<file path="src/include/irxcm_pkg.sv">
package irxcm_pkg;
  localparam int unsigned MASK_W = 32;
  localparam int unsigned ADDR_W = 8;
  localparam logic [7:0] SET_OFFSET = 8'h78;
  localparam logic [7:0] CLEAR_OFFSET = 8'h7C;
  localparam logic [31:0] UNMAPPED_READ = 32'h0000_0000;
  localparam logic [31:0] MASK_RESET = 32'h0000_0000;
endpackage

</file>
<file path="src/rtl/irxcm_iso_rx_channel_mask_low.sv">
// Function
// Hold 32-bit mask for channels 0 to 31
// Write one at 78h sets mask bits
// Write one at 7Ch clears mask bits
// Mask bit n enables channel n
// Read at either address returns mask unchanged
// Mask undefined after reset; software initialises
//
// Chosen here: the Wishbone interface to the registers.
module irxcm_iso_rx_channel_mask_low (
  input wire logic clk_sys,
  input wire logic rst,
  input wire logic wb_cyc_i,
  input wire logic wb_stb_i,
  input wire logic wb_we_i,
  input wire logic [irxcm_pkg::ADDR_W-1:0] wb_adr_i,
  input wire logic [3:0] wb_sel_i,
  input wire logic [irxcm_pkg::MASK_W-1:0] wb_dat_i,
  output logic [irxcm_pkg::MASK_W-1:0] wb_dat_o,
  output logic wb_ack_o,
  output logic [irxcm_pkg::MASK_W-1:0] rx_chan_enable
);
  import irxcm_pkg::*;

  localparam int unsigned LANES = MASK_W / 8;

  logic req;
  logic wr_req;
  logic rd_req;
  logic hit_set;
  logic hit_clr;
  logic hit_any;
  logic [MASK_W-1:0] lane_mask;
  logic [MASK_W-1:0] set_strobe;
  logic [MASK_W-1:0] clr_strobe;

  logic [MASK_W-1:0] mask_q;
  logic [MASK_W-1:0] mask_d;

  // Bits written since reset; only the checks below read them
  logic [MASK_W-1:0] known_q;
  logic [MASK_W-1:0] known_d;

  logic ack_q;
  logic ack_d;
  logic [MASK_W-1:0] rdat_q;
  logic [MASK_W-1:0] rdat_d;

  logic rx_chan_enable_bit_0;
  logic rx_chan_enable_bit_31;

  // Blocking on ack_q keeps a held strobe from being taken twice in a row
  assign req = wb_cyc_i && wb_stb_i && !ack_q;
  assign wr_req = req && wb_we_i;
  assign rd_req = req && !wb_we_i;
  assign hit_set = (wb_adr_i == SET_OFFSET);
  assign hit_clr = (wb_adr_i == CLEAR_OFFSET);
  assign hit_any = hit_set || hit_clr;

  // Byte enables widened to one bit per mask bit
  genvar gi;
  generate
    for (gi = 0; gi < LANES; gi++) begin : g_lane
      assign lane_mask[gi*8 +: 8] = {8{wb_sel_i[gi]}};
    end
  endgenerate

  // One set and one clear strobe per channel
  genvar gn;
  generate
    for (gn = 0; gn < MASK_W; gn++) begin : g_chan
      assign set_strobe[gn] = wr_req && hit_set && wb_dat_i[gn] && lane_mask[gn];
      assign clr_strobe[gn] = wr_req && hit_clr && wb_dat_i[gn] && lane_mask[gn];

      chan_on_a: assert property (@(posedge clk_sys) disable iff (rst)
        set_strobe[gn] |=> rx_chan_enable[gn])
        else $error("set write did not enable its channel");

      chan_off_a: assert property (@(posedge clk_sys) disable iff (rst)
        clr_strobe[gn] |=> !rx_chan_enable[gn])
        else $error("clear write did not disable its channel");
    end
  endgenerate

  // Set and clear sit at different addresses, so their strobes never meet
  always_comb begin
    mask_d = (mask_q | set_strobe) & ~clr_strobe;
  end

  // No reset on purpose: the mask stays undefined until software writes it
  always_ff @(posedge clk_sys) begin
    mask_q <= mask_d;
  end

  always_comb begin
    known_d = known_q | set_strobe | clr_strobe;
  end

  always_ff @(posedge clk_sys) begin
    if (rst) begin
      known_q <= '0;
    end else begin
      known_q <= known_d;
    end
  end

  // Reads ignore the byte enables
  always_comb begin
    ack_d = req;
    rdat_d = rdat_q;
    if (rd_req) begin
      rdat_d = hit_any ? mask_q : UNMAPPED_READ;
    end
  end

  always_ff @(posedge clk_sys) begin
    if (rst) begin
      ack_q <= 1'b0;
      rdat_q <= MASK_RESET;
    end else begin
      ack_q <= ack_d;
      rdat_q <= rdat_d;
    end
  end

  assign wb_ack_o = ack_q;
  assign wb_dat_o = rdat_q;
  assign rx_chan_enable = mask_q;
  assign rx_chan_enable_bit_0 = rx_chan_enable[0];
  assign rx_chan_enable_bit_31 = rx_chan_enable[31];

  // Mask update checks; unwritten bits are masked off by known_q
  set_bits_a: assert property (@(posedge clk_sys) disable iff (rst)
    (wr_req && hit_set && wb_sel_i == 4'hF)
    |=> ((mask_q & $past(wb_dat_i)) == $past(wb_dat_i)))
    else $error("set write did not set bits");

  clear_bits_a: assert property (@(posedge clk_sys) disable iff (rst)
    (wr_req && hit_clr && wb_sel_i == 4'hF)
    |=> ((mask_q & $past(wb_dat_i)) == '0))
    else $error("clear write did not clear bits");

  keep_zero_a: assert property (@(posedge clk_sys) disable iff (rst)
    (wr_req && hit_set)
    |=> (((mask_q ^ $past(mask_q)) & $past(known_q) & ~$past(wb_dat_i & lane_mask)) == '0))
    else $error("set write changed zero bits");

  clear_keep_a: assert property (@(posedge clk_sys) disable iff (rst)
    (wr_req && hit_clr)
    |=> (((mask_q ^ $past(mask_q)) & $past(known_q) & ~$past(wb_dat_i & lane_mask)) == '0))
    else $error("clear write changed zero bits");

  lane_off_a: assert property (@(posedge clk_sys) disable iff (rst)
    (wr_req && wb_sel_i == 4'h0)
    |=> (((mask_q ^ $past(mask_q)) & $past(known_q)) == '0))
    else $error("write with no lanes changed mask");

  unmapped_write_a: assert property (@(posedge clk_sys) disable iff (rst)
    (wr_req && !hit_any)
    |=> (((mask_q ^ $past(mask_q)) & $past(known_q)) == '0))
    else $error("unmapped write changed mask");

  idle_hold_a: assert property (@(posedge clk_sys) disable iff (rst)
    !wr_req
    |=> (((mask_q ^ $past(mask_q)) & $past(known_q)) == '0))
    else $error("mask changed without write");

  chan_low_a: assert property (@(posedge clk_sys) disable iff (rst)
    set_strobe[0]
    |=> rx_chan_enable_bit_0)
    else $error("channel 0 not enabled by bit 0");

  chan_high_a: assert property (@(posedge clk_sys) disable iff (rst)
    clr_strobe[31]
    |=> !rx_chan_enable_bit_31)
    else $error("channel 31 not disabled by bit 31");

  // Read path checks
  read_data_a: assert property (@(posedge clk_sys) disable iff (rst)
    (rd_req && hit_any)
    |=> (wb_ack_o && (((wb_dat_o ^ $past(mask_q)) & $past(known_q)) == '0)))
    else $error("read did not return mask");

  read_stable_a: assert property (@(posedge clk_sys) disable iff (rst)
    rd_req
    |=> (((mask_q ^ $past(mask_q)) & $past(known_q)) == '0))
    else $error("read altered mask");

  unmapped_read_a: assert property (@(posedge clk_sys) disable iff (rst)
    (rd_req && !hit_any)
    |=> (wb_dat_o == UNMAPPED_READ))
    else $error("unmapped read returned wrong data");

  // Bus handshake checks
  ack_once_a: assert property (@(posedge clk_sys) disable iff (rst)
    wb_ack_o
    |=> !wb_ack_o)
    else $error("ack held two cycles");

  ack_timing_a: assert property (@(posedge clk_sys) disable iff (rst)
    (wb_cyc_i && wb_stb_i && !wb_ack_o)
    |=> wb_ack_o)
    else $error("ack not given after one cycle");

  ack_cause_a: assert property (@(posedge clk_sys) disable iff (rst)
    wb_ack_o
    |-> $past(req))
    else $error("ack without a taken request");

  reset_out_a: assert property (@(posedge clk_sys)
    rst
    |=> (!wb_ack_o && wb_dat_o == MASK_RESET))
    else $error("bus outputs not cleared by reset");

  // Main scenarios
  set_cov_c: cover property (@(posedge clk_sys)
    wr_req && hit_set);
  clr_cov_c: cover property (@(posedge clk_sys)
    wr_req && hit_clr);
  rd_cov_c: cover property (@(posedge clk_sys)
    rd_req && hit_clr);
  bad_cov_c: cover property (@(posedge clk_sys)
    req && !hit_any);
  lane_cov_c: cover property (@(posedge clk_sys)
    wr_req && hit_any && wb_sel_i != 4'hF && wb_sel_i != 4'h0);
endmodule // irxcm_iso_rx_channel_mask_low

</file>
<file path="config.mk">
export PLATFORM = sky130hd
export DESIGN_NAME = irxcm_iso_rx_channel_mask_low
export DESIGN_NICKNAME = d
export VERILOG_FILES = /design/src/include/irxcm_pkg.sv /design/src/rtl/irxcm_iso_rx_channel_mask_low.sv
export SDC_FILE = /design/constraint.sdc
export NUM_CORES = 1
export LEC_CHECK = 0
export BUFFER_PORTS_ARGS = -buffer_cell sky130_fd_sc_hd__buf_4
export CAP_MARGIN = 40
export CORE_MARGIN = 5
export CORE_UTILIZATION = 46
export CTS_BUF_LIST = sky130_fd_sc_hd__clkbuf_4
export DETAILED_ROUTE_END_ITERATION = 16
export PLACE_DENSITY = 0.76
export SYNTH_ARGS = -nofsm -noshare
export SYNTH_HDL_FRONTEND = slang
export SYNTH_SLANG_ARGS = --single-unit
</file>
<file path="constraint.sdc">
create_clock -name clk_sys -period 1.3 [get_ports clk_sys]
set_input_delay 0.195 -clock clk_sys [delete_from_list [all_inputs] [get_ports clk_sys]]
set_output_delay 0.195 -clock clk_sys [all_outputs]
set_load 0.01 [all_outputs]
</file>
==> Word-level counts from Yosys, hierarchy flattened <==
Index checks and enable logic that the tools add are counted.
{ "totals": {"register_bits": 65, "out_inout_bits": 65, "elab_cells": 146, "inputBits": 49} }
{ "op_classes": {"n_mux": 1, "bitwise_logic": 3, "n_eq_ne": 2, "reduce_logical": 137} }
{ "ops": {"columns": ["op", "n"], "rows": [
  ["logical AND 1 bit", 134],
  ["bitwise AND 32 bit", 1],
  ["two-way mux 32 bit", 1],
  ["inverter 32 bit", 1],
  ["OR 32 bit", 1],
  ["== test 8 x 7 -> 1 bit (second input constant)", 2],
  ["logical NOT 1 bit", 2],
  ["logical OR 1 bit", 1]
]} }

==> Logic depth before layout (Yosys ltp) <==
{ "logic_depth": {"word_depth": 8, "mapped_depth": 6, "mapped_depth_nobuf": 3} }

==> Worst setup path before layout <==
OpenSTA, ideal clock, no wires.
{ "synth_path": {"kind": "register -> register", "from": "reg ack_q, in the netlist wb_ack_o", "to": "reg mask_q[12], in the netlist rx_chan_enable[12]", "t_required_ps": 1228, "path_buffers": 1, "arrival_ps": 1308, "path_stages_with_launch": 5, "period_less_slack_ps": 1380, "path_slack_ps": -80, "setup_time_ps": 72, "cell_sequence": "dfxtp_1 nand3b_1 buf_2 nor4_2 mux2i_1"} }
{ "synth_via": {"elab_chain_cells": 8, "elab_cells_between_ends": 12, "classes_between": "bitwise (3); reduce/logical (9)"} }
{ "synth_rtl": {"columns": ["element", "line_no", "text"], "rows": [
  ["from (decl)", "irxcm_iso_rx_channel_mask_low.sv:44", "logic ack_q;"],
  ["from (signal assigned)", "irxcm_iso_rx_channel_mask_low.sv:121", "ack_q <= ack_d;"],
  ["logical NOT 1 bit *", "irxcm_iso_rx_channel_mask_low.sv:53", "assign req = wb_cyc_i && wb_stb_i && !ack_q;"],
  ["logical AND 1 bit *", "irxcm_iso_rx_channel_mask_low.sv:53", null],
  ["logical AND 1 bit *", "irxcm_iso_rx_channel_mask_low.sv:54", "assign wr_req = req && wb_we_i;"],
  ["logical AND 1 bit, on equally long branches (3 in series)", "irxcm_iso_rx_channel_mask_low.sv:72, irxcm_iso_rx_channel_mask_low.sv:73", null],
  ["OR 32 bit / inverter 32 bit (equally long branches)", "irxcm_iso_rx_channel_mask_low.sv:87", "mask_d = (mask_q | set_strobe) & ~clr_strobe;"],
  ["bitwise AND 32 bit *", "irxcm_iso_rx_channel_mask_low.sv:87", null],
  ["named net mask_d[12]", "irxcm_iso_rx_channel_mask_low.sv:38", "logic [MASK_W-1:0] mask_d;"],
  ["to (signal assigned)", "irxcm_iso_rx_channel_mask_low.sv:92", "mask_q <= mask_d;"],
  ["to (decl)", "irxcm_iso_rx_channel_mask_low.sv:37", "logic [MASK_W-1:0] mask_q;"]
]} }
Mark *: on every way through the listed nets, which the timed path passes. The rest lies on a longest branch.
A chain may end at the register's enable or synchronous reset.

==> Final worst setup path <==
{ "layout_path": {"from": "reg ack_q, in the netlist wb_ack_o", "to": "reg rdat_q[11], in the netlist wb_dat_o[11]"} }
{ "layout_via": {"elab_chain_cells": 3} }
{ "layout_rtl": {"columns": ["element", "line_no", "text"], "rows": [
  ["logical NOT 1 bit", "irxcm_iso_rx_channel_mask_low.sv:53", null],
  ["logical AND 1 bit", "irxcm_iso_rx_channel_mask_low.sv:53", null],
  ["logical AND 1 bit", "irxcm_iso_rx_channel_mask_low.sv:55", "assign rd_req = req && !wb_we_i;"],
  ["to (signal assigned)", "irxcm_iso_rx_channel_mask_low.sv:122", "rdat_q <= rdat_d;"],
  ["to (decl)", "irxcm_iso_rx_channel_mask_low.sv:46", "logic [MASK_W-1:0] rdat_q;"]
]} }
Every way passes these cells.

==> summary.md <==
| Metric | Value |
|---|---|
| Placed inst area | `3984 um^2` |
| Synth Instances | `approximately 340` |
| Highest clock rate | `between 700 and 800 MHz` |
| Core Util, Final | `67.05%` |
| Post-synth cell types | `22` |
| Final Hold Viols | `0` |
| Flops & latches, synth | `between 60 and 70` |
| Arr. time, crit path | `around 1.8 ns` |
| Headroom to the max-slew limit | `73.68%` |
| CTS tree | `built` |
| Fin nets | `slightly below 500` |
| Area of the multi-input gates | `approximately 1500 um^2` |
| WL met1 | `a little under 4 mm` |
| Layout cells sized above 1 | `41.18%` |
| Number of max-cap violations | `0` |
| Initial antenna violation count | `0` |
| DR vias/cell | `approximately 5.6` |
| Cell family contributing the most delay on the critical path | `buffers and inverters` |
| Synth top area share | `42.71%` |
| VDD IR-drop max | `around 610 uV` |
| Worst Path Max Fanout | `11` |
| TritonRoute pass-1 iters | `4` |
| Synthesized Nets | `just under 400` |
| Largest net degree at the start of global routing | `34` |
| Internal | `between 2000 and 3000 uW` |
| N_diodes | `0` |
| Pwr Density | `a little over 900 nW/um^2` |
| Num CTS Buffers | `9` |
| Fin area | `around 4300 um^2` |
| Clock transition at path regs | `0.12 ns` |
| Syn avg cell area | `9.041 um^2` |
| Vias in the first global route | `between 2,000 and 3,000` |
| Final HPWL DP | `6.146 mm` |
| Switch Pwr | `between 1000 and 1500 uW` |
| Port Buf Inserts | `approximately 110` |
| Io pins | `about 110` |
| Routability cong. | `between 0.8 and 0.9` |
| Logic pwr share | `between 10% and 20%` |
| Commonest cells after routing, fill and taps aside | `120 x buf_4, 64 x dfxtp_1` |
| Clock power share | `around two fifths` |
| FILL cells | `536` |
| Crit path kind | `flip-flop to flip-flop` |
| Gr usage total | `between 20% and 30%` |
| Leak | `approximately 0.0018 uW` |
| Initial Util | `between 40% and 50%` |
| Register area | `approximately 1300 um^2` |
| Clock Sink Count | `65` |
| Tcrit/Tclk final | `108.3%` |
| DRC Markers | `0` |
| First-pass GRT wire length | `roughly 15 mm` |
| Vias | `2,885` |
| Max-slew violation count | `0` |
| RSZ-0062 raised after global routing | `yes` |
| Area growth, synth to finish | `40.53%` |
| Die area | `about 8400 um^2` |
| CTS Root Buffer Type | `clkbuf_4` |
| Worst path required time | `1.65 ns` |
| Max layer used | `met4` |
| CTS H-tree depth | `3` |
| Commonest non-fill, non-tap cell in the layout | `buf_4` |
| Worst path cell trace | `buf_4 > nor4bb_4 > buf_6 > buf_8 > nand4_1 > a21oi_1` |
| Initial DRC count | `between 200 and 250` |
| Crit path buffers/inverters | `3` |
| Sw frac | `between 20% and 30%` |
| Final Critical Period | `between 1 and 1.5 ns` |
| Final setup violation count | `64` |
| Die X-Extent | `91.39 um` |
| Status | `complete, but fails checks` |
| Seq pwr share | `approximately half` |
| Total gr overflow | `0` |
| Worst Tran Pin Value | `around 0.39 ns` |
| Row count | `29` |
| Clock tree buffer depth | `2` |
| Met2 Routed Length | `about 4.5 mm` |
| Share of the yosys chip area belonging to registers | `a little over two fifths` |
| Crit-path max cell delay | `~0.33 ns` |
| CP Launch Type | `flip-flop` |
| DRT Wirelength | `9.178 mm` |
| Top post-synthesis cells by area | `dfxtp_1 43%, nor4_2 11%, mux2i_1 11%` |
| Syn. warnings | `0` |
| Slowest library cell on the worst path | `dfxtp_2` |
| Die Y | `slightly above 90 um` |
| Post-Place Setup Slack | `-0.3715 ns` |
| Hold_buf cts | `0` |
| Wirelength per Cell | `17.68 um` |
| Class of the worst hold path | `input pin to flip-flop` |
| Skew final | `0.01204 ns` |
| CP Capture Type | `flip-flop` |
| Area leader, netlist | `dfxtp_1` |
| Clk Latency, worst-skew pair | `approximately 0.42 ns` |
| Failing checks | `setup timing` |
| Metal3 WL | `approximately 700 um` |
| Final ANT Viol Nets | `0` |
| Core Region | `around 6400 um^2` |
| Mapped Area | `around 3000 um^2` |
| Setup ws final | `-0.1084 ns` |
[worst paths after layout]
path | startpoint | endpoint | slack [ns] | cells after the start
worst min register to register | wb_dat_o[28] | wb_dat_o[28] | 0.46 | 2
worst min-delay path | wb_dat_i[23] | rx_chan_enable[23] | 0.15 | 4
worst max register to register | wb_ack_o | wb_dat_o[11] | -0.11 | 6
worst max-delay path | wb_ack_o | wb_dat_o[11] | -0.11 | 6
[power by group through the flow]
| stage | clock network (uW) | registers [uW] | logic, uW |
|---|---|---|---|
| floorplan | 0 | 2060 | 202 |
| global placement | 0 | 2050 | 399 |
| detailed placement | 0 | 2050 | 403 |
| CTS | 1560 | 2010 | 426 |
| global route | 1660 | 2010 | 470 |
| finish | 1540 | 2010 | 441 |
[metal layers]
metal	GRT usage [%]	vias up
met5	0	-
met4	6.601	0
met3	7.521	15
met2	34.31	97
met1	26.90	1387
li1	-	1386
[stage by stage]
step / power (uW) / TNS (ns) / std cells / hold slack [ns]
5_1_grt: 4145 / -8.535 / 519 / 0.1426
3_5_place_dp: 2456 / -10.76 / 501 / 0.4455
2_1_floorplan: 2259 / -2.093 / 337 / 0.2926
6_report: 3995 / -3.145 / 519 / 0.1507
3_3_place_gp: 2453 / -9.320 / 501 / 0.4394
4_1_cts: 3999 / -4.115 / 519 / 0.1391
[registers in the layout (all words and copies together) (netlist names)]
signal,cells
rx_chan_enable,32
wb_ack_o,1
wb_dat_o,32
[synthesized netlist by cell type]
library cell   n
clkbuf_1      22
nor4_4         2
nor4_2        28
buf_6          4
nor3b_1        1
dfxtp_1       65
nand3_1       32
mux2i_1       32
or3b_1         1
nor2_1         1
nand2_1       32
nand3b_1       1
and4b_1        1
nor4bb_1       1
nand4b_1       1
buf_2          9
inv_1         32
nand4_1       32
nor4_1         2
a21oi_1       32
nand4bb_1      1
buf_1          5
[cell type report]
cell class              instances  share of cell area [%]
repair buffers                129                   24.69
well taps                      77                   2.250
flip-flops and latches         65                   30.42
clock buffers                  10                   1.753
inverters                      32                   2.805
clock inverters                 6                   1.929
multi-input cells             200                   36.15
[cells by family after synthesis]
family | share of synthesized area [%]
simple gates | 31.29
buf+inv | 10.23
flops | 42.71
compound gates | 5.257
mux | 10.51
[timing repair]
action                                  CTS  global route
buffers inserted                          1             0
gates resized for setup                  10             9
cloned                                    1             0
pin swaps                                19            27
endpoints found under the setup margin   64            64
[worst reg2reg max path: cells and delay by family, from the launching register on]
kind	cells	cell delay, ns
buffers and inverters	3	0.45
and+or+nand+nor	2	0.39
DFF	1	0.33
AOI/OAI and AO/OA	1	0.16
Note: power is estimated with default switching activity, not from simulation.
